File: src/common/prw_cfg.svh
`ifndef PRW_CFG_SVH
`define PRW_CFG_SVH

// Clock and tick base
`define PRW_CLK_MHZ       250
`define PRW_TICK_US       1
`define PRW_US_PER_MS     1000
`define PRW_TICK_CYC      (`PRW_CLK_MHZ * `PRW_TICK_US)

// Timing figures in their own units
`define PRW_STARTUP_MS    300
`define PRW_RUN_MS        13
`define PRW_RSTLOW_US     1100
`define PRW_OVF_US        1000

// Counter, register and bus widths
`define PRW_PRE_W         8
`define PRW_TMR_W         19
`define PRW_IVL_W         11
`define PRW_CNT_W         3
`define PRW_IRQ_W         3
`define PRW_ADDR_W        8
`define PRW_DATA_W        32

// Fault count at which the next fault latches reset low
`define PRW_FAULT_LAST    3'h3

// Register byte offsets
`define PRW_OFS_ENABLE    8'h00
`define PRW_OFS_FAULT     8'h04
`define PRW_OFS_STATUS    8'h08
`define PRW_OFS_IRQ_ST    8'h0C
`define PRW_OFS_IRQ_MSK   8'h10

// Field positions
`define PRW_BIT_MASK      0
`define PRW_BIT_LATCH     17
`define PRW_BIT_TO        0
`define PRW_BIT_OVF       1
`define PRW_BIT_DIS       0
`define PRW_BIT_PIN       1
`define PRW_BIT_CNT       4
`define PRW_BIT_STATE     8
`define PRW_IRQ_FAULT     0
`define PRW_IRQ_OVF       1
`define PRW_IRQ_LATCH     2

// Reset values
`define PRW_RST_MASK      1'h0
`define PRW_RST_FLAG      1'h0
`define PRW_RST_IRQ       3'h0
`define PRW_RST_CNT       3'h0
`define PRW_RST_OE_N      1'h1
`define PRW_RST_PIN_VAL   1'h0

`endif

File: src/common/prw_pkg.sv
`include "prw_cfg.svh"
`default_nettype none

package prw_pkg;

  typedef logic [`PRW_PRE_W-1:0]  prw_pre_t;
  typedef logic [`PRW_TMR_W-1:0]  prw_tmr_t;
  typedef logic [`PRW_IVL_W-1:0]  prw_ivl_t;
  typedef logic [`PRW_CNT_W-1:0]  prw_cnt_t;
  typedef logic [`PRW_IRQ_W-1:0]  prw_irq_t;
  typedef logic [`PRW_DATA_W-1:0] prw_data_t;

  // One-hot watchdog states
  typedef enum logic [4:0]
  {
    PRW_ST_DISABLED = 5'h01,
    PRW_ST_STARTUP  = 5'h02,
    PRW_ST_RUN      = 5'h04,
    PRW_ST_RST_LOW  = 5'h08,
    PRW_ST_LATCHED  = 5'h10
  } prw_state_t;

  // Complete state of the watchdog
  typedef struct packed
  {
    prw_pre_t   prescale;
    prw_tmr_t   timer;
    prw_ivl_t   ivl;
    prw_state_t state;
    logic       pulse_prev;
    logic       dis_prev;
    logic       wake_prev;
    logic       mask;
    logic       latch_en;
    logic       strap_dflt;
    prw_cnt_t   flt_cnt;
    logic       to_flag;
    logic       ovf_flag;
    prw_irq_t   irq_st;
    prw_irq_t   irq_msk;
    prw_data_t  rdata;
    logic       irq;
    logic       rst_oe_n;
    logic       rst_val;
  } prw_regs_t;

endpackage : prw_pkg

`default_nettype wire

File: src/core/prw_watchdog.sv
// The placing of the registers and strobed register access were left to the implementer.
`include "prw_cfg.svh"
`default_nettype none

module prw_watchdog
#(
  parameter int TICK_CYC      = `PRW_TICK_CYC,
  parameter int STARTUP_TICKS = `PRW_STARTUP_MS * `PRW_US_PER_MS / `PRW_TICK_US,
  parameter int RUN_TICKS     = `PRW_RUN_MS * `PRW_US_PER_MS / `PRW_TICK_US,
  parameter int RSTLOW_TICKS  = `PRW_RSTLOW_US / `PRW_TICK_US,
  parameter int OVF_TICKS     = `PRW_OVF_US / `PRW_TICK_US
)
(
  // Clock and power-on reset
  input  wire logic                   clk,
  input  wire logic                   rst,
  // Register port
  input  wire logic [`PRW_ADDR_W-1:0] addr,
  input  wire logic [`PRW_DATA_W-1:0] wr_data,
  input  wire logic                   wr_en,
  input  wire logic                   rd_en,
  output logic      [`PRW_DATA_W-1:0] rd_data,
  // Interrupt
  output logic                        irq,
  // Activity monitor and strap pins
  input  wire logic                   activity_pulse_input,
  input  wire logic                   watchdog_disable_pin,
  input  wire logic                   config_strap_pin,
  // Fault counter clear sources
  input  wire logic                   wake_pin,
  input  wire logic                   aux_regulator_three_uv,
  input  wire logic                   aux_regulator_four_uv,
  // Open-drain reset output
  input  wire logic                   primary_reset_output_in,
  output logic                        primary_reset_output_out,
  output logic                        primary_reset_output_oe_n
);

  //////////////////////////////////////////////////////////////////////////////

  // Limits cast once to the counter widths
  localparam prw_pkg::prw_pre_t PRE_LAST   = prw_pkg::prw_pre_t'(TICK_CYC - 1);
  localparam prw_pkg::prw_tmr_t TMR_START  = prw_pkg::prw_tmr_t'(STARTUP_TICKS);
  localparam prw_pkg::prw_tmr_t TMR_RUN    = prw_pkg::prw_tmr_t'(RUN_TICKS);
  localparam prw_pkg::prw_tmr_t TMR_RSTLOW = prw_pkg::prw_tmr_t'(RSTLOW_TICKS);
  localparam prw_pkg::prw_ivl_t IVL_OVF    = prw_pkg::prw_ivl_t'(OVF_TICKS);
  localparam prw_pkg::prw_ivl_t IVL_MAX    = '1;
  localparam prw_pkg::prw_pre_t PRE_ONE    = prw_pkg::prw_pre_t'(1);
  localparam prw_pkg::prw_tmr_t TMR_ONE    = prw_pkg::prw_tmr_t'(1);
  localparam prw_pkg::prw_ivl_t IVL_ONE    = prw_pkg::prw_ivl_t'(1);
  localparam prw_pkg::prw_cnt_t CNT_ONE    = prw_pkg::prw_cnt_t'(1);

  //////////////////////////////////////////////////////////////////////////////

  // Edge detectors shared by several pins
  function automatic logic edge_up(input logic cur, input logic prev);
    edge_up = cur & ~prev;
  endfunction : edge_up

  function automatic logic edge_dn(input logic cur, input logic prev);
    edge_dn = ~cur & prev;
  endfunction : edge_dn

  //////////////////////////////////////////////////////////////////////////////

  prw_pkg::prw_regs_t r;
  prw_pkg::prw_regs_t next_r;

  logic               tick;
  logic               pulse_rise;
  logic               too_fast;
  logic               good_edge;
  logic               dis_fall;
  logic               cnt_clear;
  logic               expired;
  logic               fault;
  logic               enter_latch;
  logic               fault_read;
  prw_pkg::prw_cnt_t  cnt_base;
  prw_pkg::prw_irq_t  events;

  //////////////////////////////////////////////////////////////////////////////

  // Event decode from pins and timers
  always_comb
  begin
    tick       = (r.prescale == PRE_LAST);
    pulse_rise = edge_up(activity_pulse_input, r.pulse_prev);
    too_fast   = pulse_rise && (r.ivl < IVL_OVF);
    good_edge  = pulse_rise && !too_fast;
    dis_fall   = edge_dn(watchdog_disable_pin, r.dis_prev);
    cnt_clear  = edge_up(wake_pin, r.wake_prev)
                 || aux_regulator_three_uv
                 || aux_regulator_four_uv;
    expired    = (r.timer == '0);
    fault_read = rd_en && (addr == `PRW_OFS_FAULT);
  end

  //////////////////////////////////////////////////////////////////////////////

  // Next state of the whole block
  always_comb
  begin
    next_r      = r;
    fault       = 1'b0;
    enter_latch = 1'b0;
    events      = '0;

    // Pin history for edge detection
    next_r.pulse_prev = activity_pulse_input;
    next_r.dis_prev   = watchdog_disable_pin;
    next_r.wake_prev  = wake_pin;

    // Microsecond tick, free running
    next_r.prescale = tick ? '0 : r.prescale + PRE_ONE;

    // Time since last rising edge, saturating so idle pulses never look fast
    if (pulse_rise)
      next_r.ivl = '0;
    else if (tick && (r.ivl != IVL_MAX))
      next_r.ivl = r.ivl + IVL_ONE;

    // Down-counting timeout, stops at zero
    if (tick && !expired)
      next_r.timer = r.timer - TMR_ONE;

    // Watchdog sequence
    case (r.state)
      prw_pkg::PRW_ST_DISABLED:
      begin
        if (dis_fall)
        begin
          next_r.state = prw_pkg::PRW_ST_STARTUP;
          next_r.timer = TMR_START;
        end
      end
      prw_pkg::PRW_ST_STARTUP:
      begin
        if (watchdog_disable_pin)
          next_r.state = prw_pkg::PRW_ST_DISABLED;
        else if (pulse_rise)
        begin
          next_r.state = prw_pkg::PRW_ST_RUN;
          next_r.timer = TMR_RUN;
        end
        else if (expired)
          fault = 1'b1;
      end
      prw_pkg::PRW_ST_RUN:
      begin
        if (watchdog_disable_pin)
          next_r.state = prw_pkg::PRW_ST_DISABLED;
        else if (good_edge)
          next_r.timer = TMR_RUN;
        else if (expired)
          fault = 1'b1;
      end
      prw_pkg::PRW_ST_RST_LOW:
      begin
        // A pulse already under way always runs to its end
        if (expired)
        begin
          next_r.timer = TMR_START;
          if (watchdog_disable_pin)
            next_r.state = prw_pkg::PRW_ST_DISABLED;
          else
            next_r.state = prw_pkg::PRW_ST_STARTUP;
        end
      end
      prw_pkg::PRW_ST_LATCHED:
      begin
        // Only a counter clear frees a latched reset
        if (cnt_clear)
        begin
          next_r.state = prw_pkg::PRW_ST_STARTUP;
          next_r.timer = TMR_START;
        end
      end
      default:
      begin
        next_r.state = prw_pkg::PRW_ST_STARTUP;
        next_r.timer = TMR_START;
      end
    endcase

    // Software write to the enable register
    if (wr_en && (addr == `PRW_OFS_ENABLE))
    begin
      next_r.mask     = wr_data[`PRW_BIT_MASK];
      next_r.latch_en = wr_data[`PRW_BIT_LATCH];
    end

    // Fault counter, clear applied before this cycle's fault counts
    cnt_base       = cnt_clear ? '0 : r.flt_cnt;
    next_r.flt_cnt = cnt_base;

    // Fault outcome; masked faults restart with no reset pulse for self-test
    if (fault)
    begin
      if (r.mask)
      begin
        next_r.state = prw_pkg::PRW_ST_STARTUP;
        next_r.timer = TMR_START;
      end
      else
      begin
        if (r.latch_en)
          next_r.flt_cnt = cnt_base + CNT_ONE;
        if (r.latch_en && (cnt_base == `PRW_FAULT_LAST))
        begin
          next_r.state = prw_pkg::PRW_ST_LATCHED;
          enter_latch  = 1'b1;
        end
        else
        begin
          next_r.state = prw_pkg::PRW_ST_RST_LOW;
          next_r.timer = TMR_RSTLOW;
        end
        // Device reset wipes the enable register settings back to defaults; the interrupt mask is kept
        next_r.mask     = `PRW_RST_MASK;
        next_r.latch_en = r.strap_dflt;
      end
    end

    // Fault flags clear on read, but a new event in that cycle wins
    if (fault_read)
    begin
      next_r.to_flag  = `PRW_RST_FLAG;
      next_r.ovf_flag = `PRW_RST_FLAG;
    end
    if (fault)
      next_r.to_flag = 1'b1;
    if (too_fast && (r.state == prw_pkg::PRW_ST_RUN))
      next_r.ovf_flag = 1'b1;

    // Interrupt status: write one to clear, set wins
    events[`PRW_IRQ_FAULT] = fault;
    events[`PRW_IRQ_OVF]   = too_fast && (r.state == prw_pkg::PRW_ST_RUN);
    events[`PRW_IRQ_LATCH] = enter_latch;
    for (int i = 0; i < `PRW_IRQ_W; i++)
    begin
      if (wr_en && (addr == `PRW_OFS_IRQ_ST) && wr_data[i])
        next_r.irq_st[i] = 1'b0;
      if (events[i])
        next_r.irq_st[i] = 1'b1;
    end
    if (wr_en && (addr == `PRW_OFS_IRQ_MSK))
      next_r.irq_msk = wr_data[`PRW_IRQ_W-1:0];
    next_r.irq = |(next_r.irq_st & next_r.irq_msk);

    // Read data stands only in the cycle after the strobe
    next_r.rdata = '0;
    if (rd_en)
    begin
      case (addr)
        `PRW_OFS_ENABLE:
        begin
          next_r.rdata[`PRW_BIT_MASK]  = r.mask;
          next_r.rdata[`PRW_BIT_LATCH] = r.latch_en;
        end
        `PRW_OFS_FAULT:
        begin
          next_r.rdata[`PRW_BIT_TO]  = r.to_flag;
          next_r.rdata[`PRW_BIT_OVF] = r.ovf_flag;
        end
        `PRW_OFS_STATUS:
        begin
          next_r.rdata[`PRW_BIT_DIS] = watchdog_disable_pin;
          next_r.rdata[`PRW_BIT_PIN] = primary_reset_output_in;
          next_r.rdata[`PRW_BIT_CNT +: `PRW_CNT_W] = r.flt_cnt;
          next_r.rdata[`PRW_BIT_STATE +: 5] = r.state;
        end
        `PRW_OFS_IRQ_ST:
          next_r.rdata[`PRW_IRQ_W-1:0] = r.irq_st;
        `PRW_OFS_IRQ_MSK:
          next_r.rdata[`PRW_IRQ_W-1:0] = r.irq_msk;
        default:
          next_r.rdata = '0;
      endcase
    end

    // Open-drain drive follows the next state so the pin comes from a flop
    next_r.rst_val  = `PRW_RST_PIN_VAL;
    next_r.rst_oe_n = !((next_r.state == prw_pkg::PRW_ST_RST_LOW)
                        || (next_r.state == prw_pkg::PRW_ST_LATCHED));

    // Power-on reset, strap sampled while reset is held
    if (rst)
    begin
      next_r            = '0;
      next_r.timer      = TMR_START;
      next_r.ivl        = IVL_MAX;
      next_r.state      = prw_pkg::PRW_ST_STARTUP;
      next_r.pulse_prev = activity_pulse_input;
      next_r.dis_prev   = watchdog_disable_pin;
      next_r.wake_prev  = wake_pin;
      next_r.mask       = `PRW_RST_MASK;
      next_r.latch_en   = !config_strap_pin;
      next_r.strap_dflt = !config_strap_pin;
      next_r.flt_cnt    = `PRW_RST_CNT;
      next_r.irq_st     = `PRW_RST_IRQ;
      next_r.irq_msk    = `PRW_RST_IRQ;
      next_r.rst_oe_n   = `PRW_RST_OE_N;
      next_r.rst_val    = `PRW_RST_PIN_VAL;
    end
  end

  //////////////////////////////////////////////////////////////////////////////

  // State register
  always_ff @(posedge clk)
  begin
    r <= next_r;
  end

  // Outputs straight from the state register
  assign rd_data                   = r.rdata;
  assign irq                       = r.irq;
  assign primary_reset_output_out  = r.rst_val;
  assign primary_reset_output_oe_n = r.rst_oe_n;

endmodule : prw_watchdog

`default_nettype wire

File: config.mk
export PLATFORM = sky130hd
export DESIGN_NAME = prw_watchdog
export DESIGN_NICKNAME = d
export VERILOG_FILES = /design/src/common/prw_pkg.sv /design/src/core/prw_watchdog.sv
export VERILOG_INCLUDE_DIRS = /design/src /design/src/common
export SDC_FILE = /design/constraint.sdc
export NUM_CORES = 1
export LEC_CHECK = 0
export BUFFER_PORTS_ARGS = -buffer_cell sky130_fd_sc_hd__buf_2
export CAP_MARGIN = 20
export CORE_AREA = 2 2 103 105
export CTS_BUF_LIST = sky130_fd_sc_hd__clkbuf_4 sky130_fd_sc_hd__clkbuf_8
export DETAILED_ROUTE_END_ITERATION = 6
export DIE_AREA = 0 0 105 107
export GPL_ROUTABILITY_DRIVEN = 0
export PLACE_DENSITY = 0.69
export SLEW_MARGIN = 25
export SYNTH_ARGS = -nofsm -noshare
export SYNTH_HDL_FRONTEND = slang
export SYNTH_SLANG_ARGS = --single-unit
File: constraint.sdc
create_clock -name clk -period 3.3 [get_ports clk]
set_clock_uncertainty 0.2 [all_clocks]
set_input_delay 0.33 -clock clk [delete_from_list [all_inputs] [get_ports clk]]
set_output_delay 0.33 -clock clk [all_outputs]
set_load 0.05 [all_outputs]
Word-level counts from Yosys, hierarchy flattened
Index checks and enable logic that the tools add are counted.

Flip-flop bits (word level): 95. Input bits: 51. Output and inout bits: 35. Word-level logic and storage cells: 140.

$add $sub $neg: 4. Order comparisons: 1. Equality and inequality tests: 14. Muxes and demuxes: 59. Bitwise logic cells: 10. Reduce and logical (&&, ||, !) cells: 30.

Operator list (count): $mux 19 (11); $pmux 19 s5 (1); $mux 5 (10); $mux 48 (1); $pmux 5 s5 (1); $mux 11 (2); $logic_not 19->1 (1); $sub 19x1->19 const B (1); $mux 18 (1); $mux 3 (6); $mux 1 (17); $eq 8x4->1 const B (2); $logic_and 1x1->1 (13); $add 11x1->11 const B (1); $lt 11x10->1 const B (1); $ne 11x11->1 const B (1); $eq 5x4->1 const B (2); $eq 5x5->1 const B (2); $mux 2 (5); $reduce_or 3->1 (3); $add 8x1->8 const B (1); $eq 8x3->1 const B (1); $eq 8x5->1 const B (1); $eq 8x8->1 const B (1); 16 further kinds (32).

Logic depth before layout (Yosys ltp)
Depth in word-level cells: 14. Mapped depth: 9. Depth with buffers taken out: 9.

Worst setup path before layout
Ideal clock, no wire load.

Path type: reg-to-reg. From: register r[73] (netlist name). To: register r (netlist bit primary_reset_output_oe_n). Setup time: 127 ps. Arrival time: 2225 ps. Required time: 2973 ps. Setup slack: 748 ps. Stages on the path, launching flop included: 8. Path buffers: 1. Period minus slack after synthesis: 2552 ps. Cells stage by stage: dfxtp_1 -> or4_4 -> or4_1 -> buf_2 -> a2111oi_4 -> and2b_1 -> a21oi_1 -> or3_1.

Cells in the longest elaborated chain, start to end: 9. Elaborated cells between the ends (all ways): 14. Classes of those cells: 2 x eq/ne; 9 x mux; 3 x reduce/logical.

RTL lines: start, declared (RTL line prw_watchdog.sv:66) `prw_pkg::prw_regs_t r;`; start signal, assigned (RTL line prw_watchdog.sv:313) `r <= next_r;`; $logic_not 19->1 (*) (RTL line prw_watchdog.sv:95) `expired = (r.timer == '0);`; $mux 1 (RTL line prw_watchdog.sv:146, prw_watchdog.sv:155); $mux 1, on equally long branches (RTL line prw_watchdog.sv:153, prw_watchdog.sv:141); $mux 1, on equally long branches (RTL line prw_watchdog.sv:151, prw_watchdog.sv:139); $pmux 1 s2 (RTL line prw_watchdog.sv:128) `case (r.state)`; $mux 5 (*) (RTL line prw_watchdog.sv:198) `if (fault)`; $eq 5x4->1 / $eq 5x5->1 (equally long branches) (RTL line prw_watchdog.sv:284, prw_watchdog.sv:285); $logic_or 1x1->1 (*) (RTL line prw_watchdog.sv:285) `|| (next_r.state == prw_pkg::PRW_ST_LATCHED));`; $logic_not 1->1 (*) (RTL line prw_watchdog.sv:284) `next_r.rst_oe_n = !((next_r.state == prw_pkg::PRW_ST_RST_LOW)`.

Mark *: on every way between the ends. The rest lies on a longest branch, timed or not. A chain may end at the register's enable or synchronous reset.

Final worst setup path
Same ends and word-level chain as after synthesis.

==> impl_metrics.prom <==
# TYPE chip_impl_metric gauge
chip_impl_metric{name="floorplan.die_area",unit="um^2"} 11200
chip_impl_metric{name="worst-r2r-cell-count",unit=""} 6
chip_impl_metric{name="cts.path.max_buffers",unit=""} 2
chip_impl_info{name="grt_busiest_layer",value="met2"} 1
chip_impl_metric{name="hold_slack_final",unit="ns"} 0.0758
chip_impl_metric{name="fmax",unit="MHz"} 353
chip_impl_metric{name="final_nets",unit=""} 528
chip_impl_metric{name="crit_path_max_fanout",unit=""} 8
chip_impl_metric{name="drt_initial_violations",unit=""} 190
chip_impl_metric{name="final_min_period_over_clock_period",unit=""} 0.859
chip_impl_metric{name="power",unit="mW"} 1.92
chip_impl_info{name="worstSetupStartpointType",value="flop"} 1
chip_impl_metric{name="detailed_place_hpwl",unit="mm"} 5.49
chip_impl_metric{name="drc_errors",unit=""} 0
chip_impl_metric{name="max_slew_margin",unit=""} 0.430
chip_impl_metric{name="irDropWorstVdd",unit="mV"} 0.185
chip_impl_metric{name="final_layout_size_suffix_gt1_frac",unit=""} 0.139
chip_impl_info{name="cts_tree",value="built"} 1
chip_impl_info{name="result_of_the_run",value="finished clean"} 1
chip_impl_metric{name="first_global_vias",unit=""} 2968
chip_impl_metric{name="syn-cell-area",unit="um^2"} 3830
chip_impl_metric{name="avgSynthCellArea",unit="um^2"} 8.61
chip_impl_metric{name="seq_area_frac_synth",unit=""} 0.389
chip_impl_metric{name="cts-buffers-inserted",unit=""} 9
chip_impl_metric{name="antenna_left",unit=""} 0
chip_impl_metric{name="global_route.overflow_total",unit=""} 0
chip_impl_metric{name="clk-insertion-delay-late",unit="ns"} 0.35
chip_impl_info{name="timing_worst_setup_path_type",value="flop to flop"} 1
chip_impl_info{name="rsz_0062_raised_after_global_routing",value="no"} 1
chip_impl_info{name="critical_path.startpoint",value="r[73]$_SDFF_PP1_"} 1
chip_impl_metric{name="synth.yosys.warnings",unit=""} 0
chip_impl_metric{name="totalWireLength",unit="mm"} 7.65
chip_impl_metric{name="timing.max_cap.violations",unit=""} 0
chip_impl_metric{name="die-width",unit="um"} 105
chip_impl_info{name="worstReg2RegEnd",value="primary_reset_output_oe_n$_SDFF_PP1_"} 1
chip_impl_metric{name="synthesized_flop_and_latch_total",unit=""} 74
chip_impl_metric{name="detail_route.wl_per_cell",unit="um"} 12.5
chip_impl_metric{name="layout_min_cycle_time",unit="ns"} 2.83
chip_impl_metric{name="number_of_pins_exceeding_their_max_slew_limit_in_the_final_report",unit=""} 0
chip_impl_metric{name="setup_ws",unit="ns"} 0.465
chip_impl_metric{name="grtUsageTotal",unit=""} 0.144
chip_impl_metric{name="p_leak",unit="nW"} 1.67
chip_impl_metric{name="groute.layer.met3.usage",unit=""} 0.0292
chip_impl_metric{name="synth_edf_count",unit=""} 1
chip_impl_info{name="timing.critical_path.cells",value="or4_4, or4_1, a2111oi_4, and2b_1, a21oi_1, or3_1"} 1
chip_impl_metric{name="antenna_cells_inserted",unit=""} 0
chip_impl_info{name="timing.critical_path.slowest_stage_cell",value="or4_1"} 1
chip_impl_metric{name="initial_utilization",unit=""} 0.380
chip_impl_metric{name="groute.layer.met1.usage",unit=""} 0.176
chip_impl_metric{name="antenna_found_initial",unit=""} 0
chip_impl_metric{name="cts.sinks",unit=""} 74
chip_impl_metric{name="cp_data_required_time",unit="ns"} 3.32
chip_impl_metric{name="first_pass_grt_wire_length",unit="mm"} 13.3
chip_impl_metric{name="die_span_y",unit="um"} 107
chip_impl_info{name="hold-path-endpoint",value="r[36]$_SDFF_PP0_"} 1
chip_impl_metric{name="r2r_slack",unit="ns"} 0.47
chip_impl_info{name="reg2reg_from",value="r[73]$_SDFF_PP1_"} 1
chip_impl_metric{name="io-pin-count",unit=""} 86
chip_impl_metric{name="grt_max_degree",unit=""} 48
chip_impl_info{name="hold_start",value="wr_data[1]"} 1
chip_impl_metric{name="tns",unit="ns"} 0
chip_impl_metric{name="areaGrowthSynthToFinish",unit="%"} 9.63
chip_impl_metric{name="pre_cts_ws",unit="ns"} 0.482
chip_impl_metric{name="worst_pin_slew",unit="ns"} 0.855
chip_impl_metric{name="floorplan.rows",unit=""} 37
chip_impl_metric{name="via_count",unit=""} 3082
chip_impl_info{name="cts-root-buf",value="clkbuf_8"} 1
chip_impl_info{name="critical_path_capture_point_type",value="flop"} 1
chip_impl_metric{name="clk_transition_reported_paths",unit="ns"} 0.08
chip_impl_metric{name="worst_ep_arrival_time",unit="ns"} 2.86
chip_impl_metric{name="fillerInstances",unit=""} 1025
chip_impl_metric{name="placement.io_buffers",unit=""} 36
chip_impl_metric{name="drt-pass1-iter-count",unit=""} 4
chip_impl_metric{name="grt.met2_usage",unit=""} 0.242
chip_impl_metric{name="power_density",unit="nW/um^2"} 458
chip_impl_metric{name="vias_per_cell",unit=""} 5.05
chip_impl_metric{name="min_delay_path_depth",unit=""} 3
chip_impl_metric{name="ctsHtreeMaxLevel",unit=""} 3
chip_impl_metric{name="yosysUniqueCellTypes",unit=""} 59
chip_impl_info{name="hold_crit_class",value="primary input to flop"} 1
chip_impl_metric{name="crit_path_max_incr_delay",unit="ns"} 0.60
chip_impl_metric{name="synthesized_netlist_cell_count",unit=""} 445
chip_impl_metric{name="async_reset_ff_frac",unit=""} 0
chip_impl_metric{name="core-area",unit="um^2"} 10100
chip_impl_metric{name="final_hold_viol_count",unit=""} 0
chip_impl_metric{name="setup-violations-final",unit=""} 0
chip_impl_info{name="ys_dominant_reg_cell",value="dfxtp_1"} 1
per-stage QoR:
step / util / area, um^2 / instances
floorplan: - / 3910 / 465
global placement: 0.392 / 3960 / 591
detailed placement: 0.392 / 3960 / 591
CTS: 0.416 / 4200 / 610
global route: 0.416 / 4200 / 610
finish: 0.416 / 4200 / 610
timing repair:
action | CTS | global route
gates resized for setup | 0 | 0
hold buffers | 4 | 0
endpoints found under the hold margin | 4 | 0
setup buffers | 0 | 0
state kept, by name, indices dropped and copies added, names as in the netlist:
| name | flops |
|---|---|
| primary_reset_output_oe_n | 1 |
| r | 60 |
| irq | 1 |
| rd_data | 12 |
logic make-up (layout without fill, tap and decap cells):
| family | Yosys count | count (layout) | synth area share |
|---|---|---|---|
| xor+xnor | 34 | 34 | 0.0777 |
| fa+ha+maj | 7 | 7 | 0.0229 |
| other cells | 1 | 21 | 0.000979 |
| mux | 12 | 12 | 0.0366 |
| simple gates | 200 | 200 | 0.274 |
| flops | 74 | 74 | 0.389 |
| buf+inv | 57 | 66 | 0.0905 |
| compound gates | 60 | 60 | 0.108 |
critical path: cells and delay by family (launching register included):
kind / cells / cell delay [ns]
simple gates: 4 / 1.81
flops: 1 / 0.35
compound gates: 2 / 0.35
synth_stat cells (4+ instances only):
library cell	instances	share of area
xnor2_1	19	0.043
nor2_1	54	0.053
dfxtp_1	73	0.38
nor2b_1	11	0.018
o211ai_1	5	0.0098
xor2_1	15	0.034
a21oi_1	13	0.017
and2_1	11	0.018
nor4_1	11	0.018
mux2i_1	8	0.021
inv_1	9	0.0088
and3_1	5	0.0082
nand3_1	19	0.025
a31oi_1	4	0.0065
nand2b_1	6	0.0098
nand4_1	10	0.016
o21ai_0	8	0.010
clkbuf_1	13	0.013
nand2_1	27	0.026
a21o_1	8	0.016
ha_1	7	0.023
nor3_1	24	0.031
o21bai_1	5	0.0098
buf_4	33	0.065
layout by cell type (no fill, tap or decap), drive strengths merged, types with 3 or more instances in the layout:
master       instances
conb                21
and2                11
dfxtp               73
mux2i                8
o211ai               5
nor3                24
o21bai               5
nand2               27
buf                 38
clkbuf              11
a31oi                4
or4                  4
ha                   7
nor2b               11
nor2                55
o21ai               11
nor4                11
mux2                 3
and3                 5
a21o                 8
xnor2               19
inv                 10
dlygate4sd3          4
a21oi               13
nand3               19
xor2                15
or3                  3
nand2b               6
nand3b               3
nand4               10
routing by layer:
metal | wire length (um) | vias to the layer above
li1 | - | 1548
met1 | 3520 | 1430
met2 | 3600 | 91
met3 | 396 | 13
met4 | 140 | 0
met5 | 0 | -
area by class of cell:
cell class,instances,area (um^2),area share
clock buffer,11,151,0.0360
clock inverter,4,50.0,0.0119
inverter,9,33.8,0.00804
multi-input combinational,334,2070,0.492
sequential,74,1490,0.355
tap,136,170,0.0405
timing repair buffer,42,235,0.0560
power by group:
group,internal (mW),switching [mW],total (mW)
logic,0.0846,0.165,0.249
registers,0.926,0.0357,0.962
clock network,0.387,0.327,0.714
total,1.40,0.527,1.92
worst max path at each step:
stage,end,cells past startpoint,slack (ns)
5_1_grt,r[86]$_SDFF_PP1_,6,0.30
3_3_place_gp,r[79]$_SDFF_PP0_,6,0.52
4_1_cts,r[84]$_SDFF_PP0_,6,0.45
6_report,primary_reset_output_oe_n$_SDFF_PP1_,6,0.47
2_1_floorplan,primary_reset_output_oe_n$_SDFF_PP1_,7,0.75
3_5_place_dp,r[69]$_SDFF_PP0_,6,0.48
(Power assumes the default switching activity.)
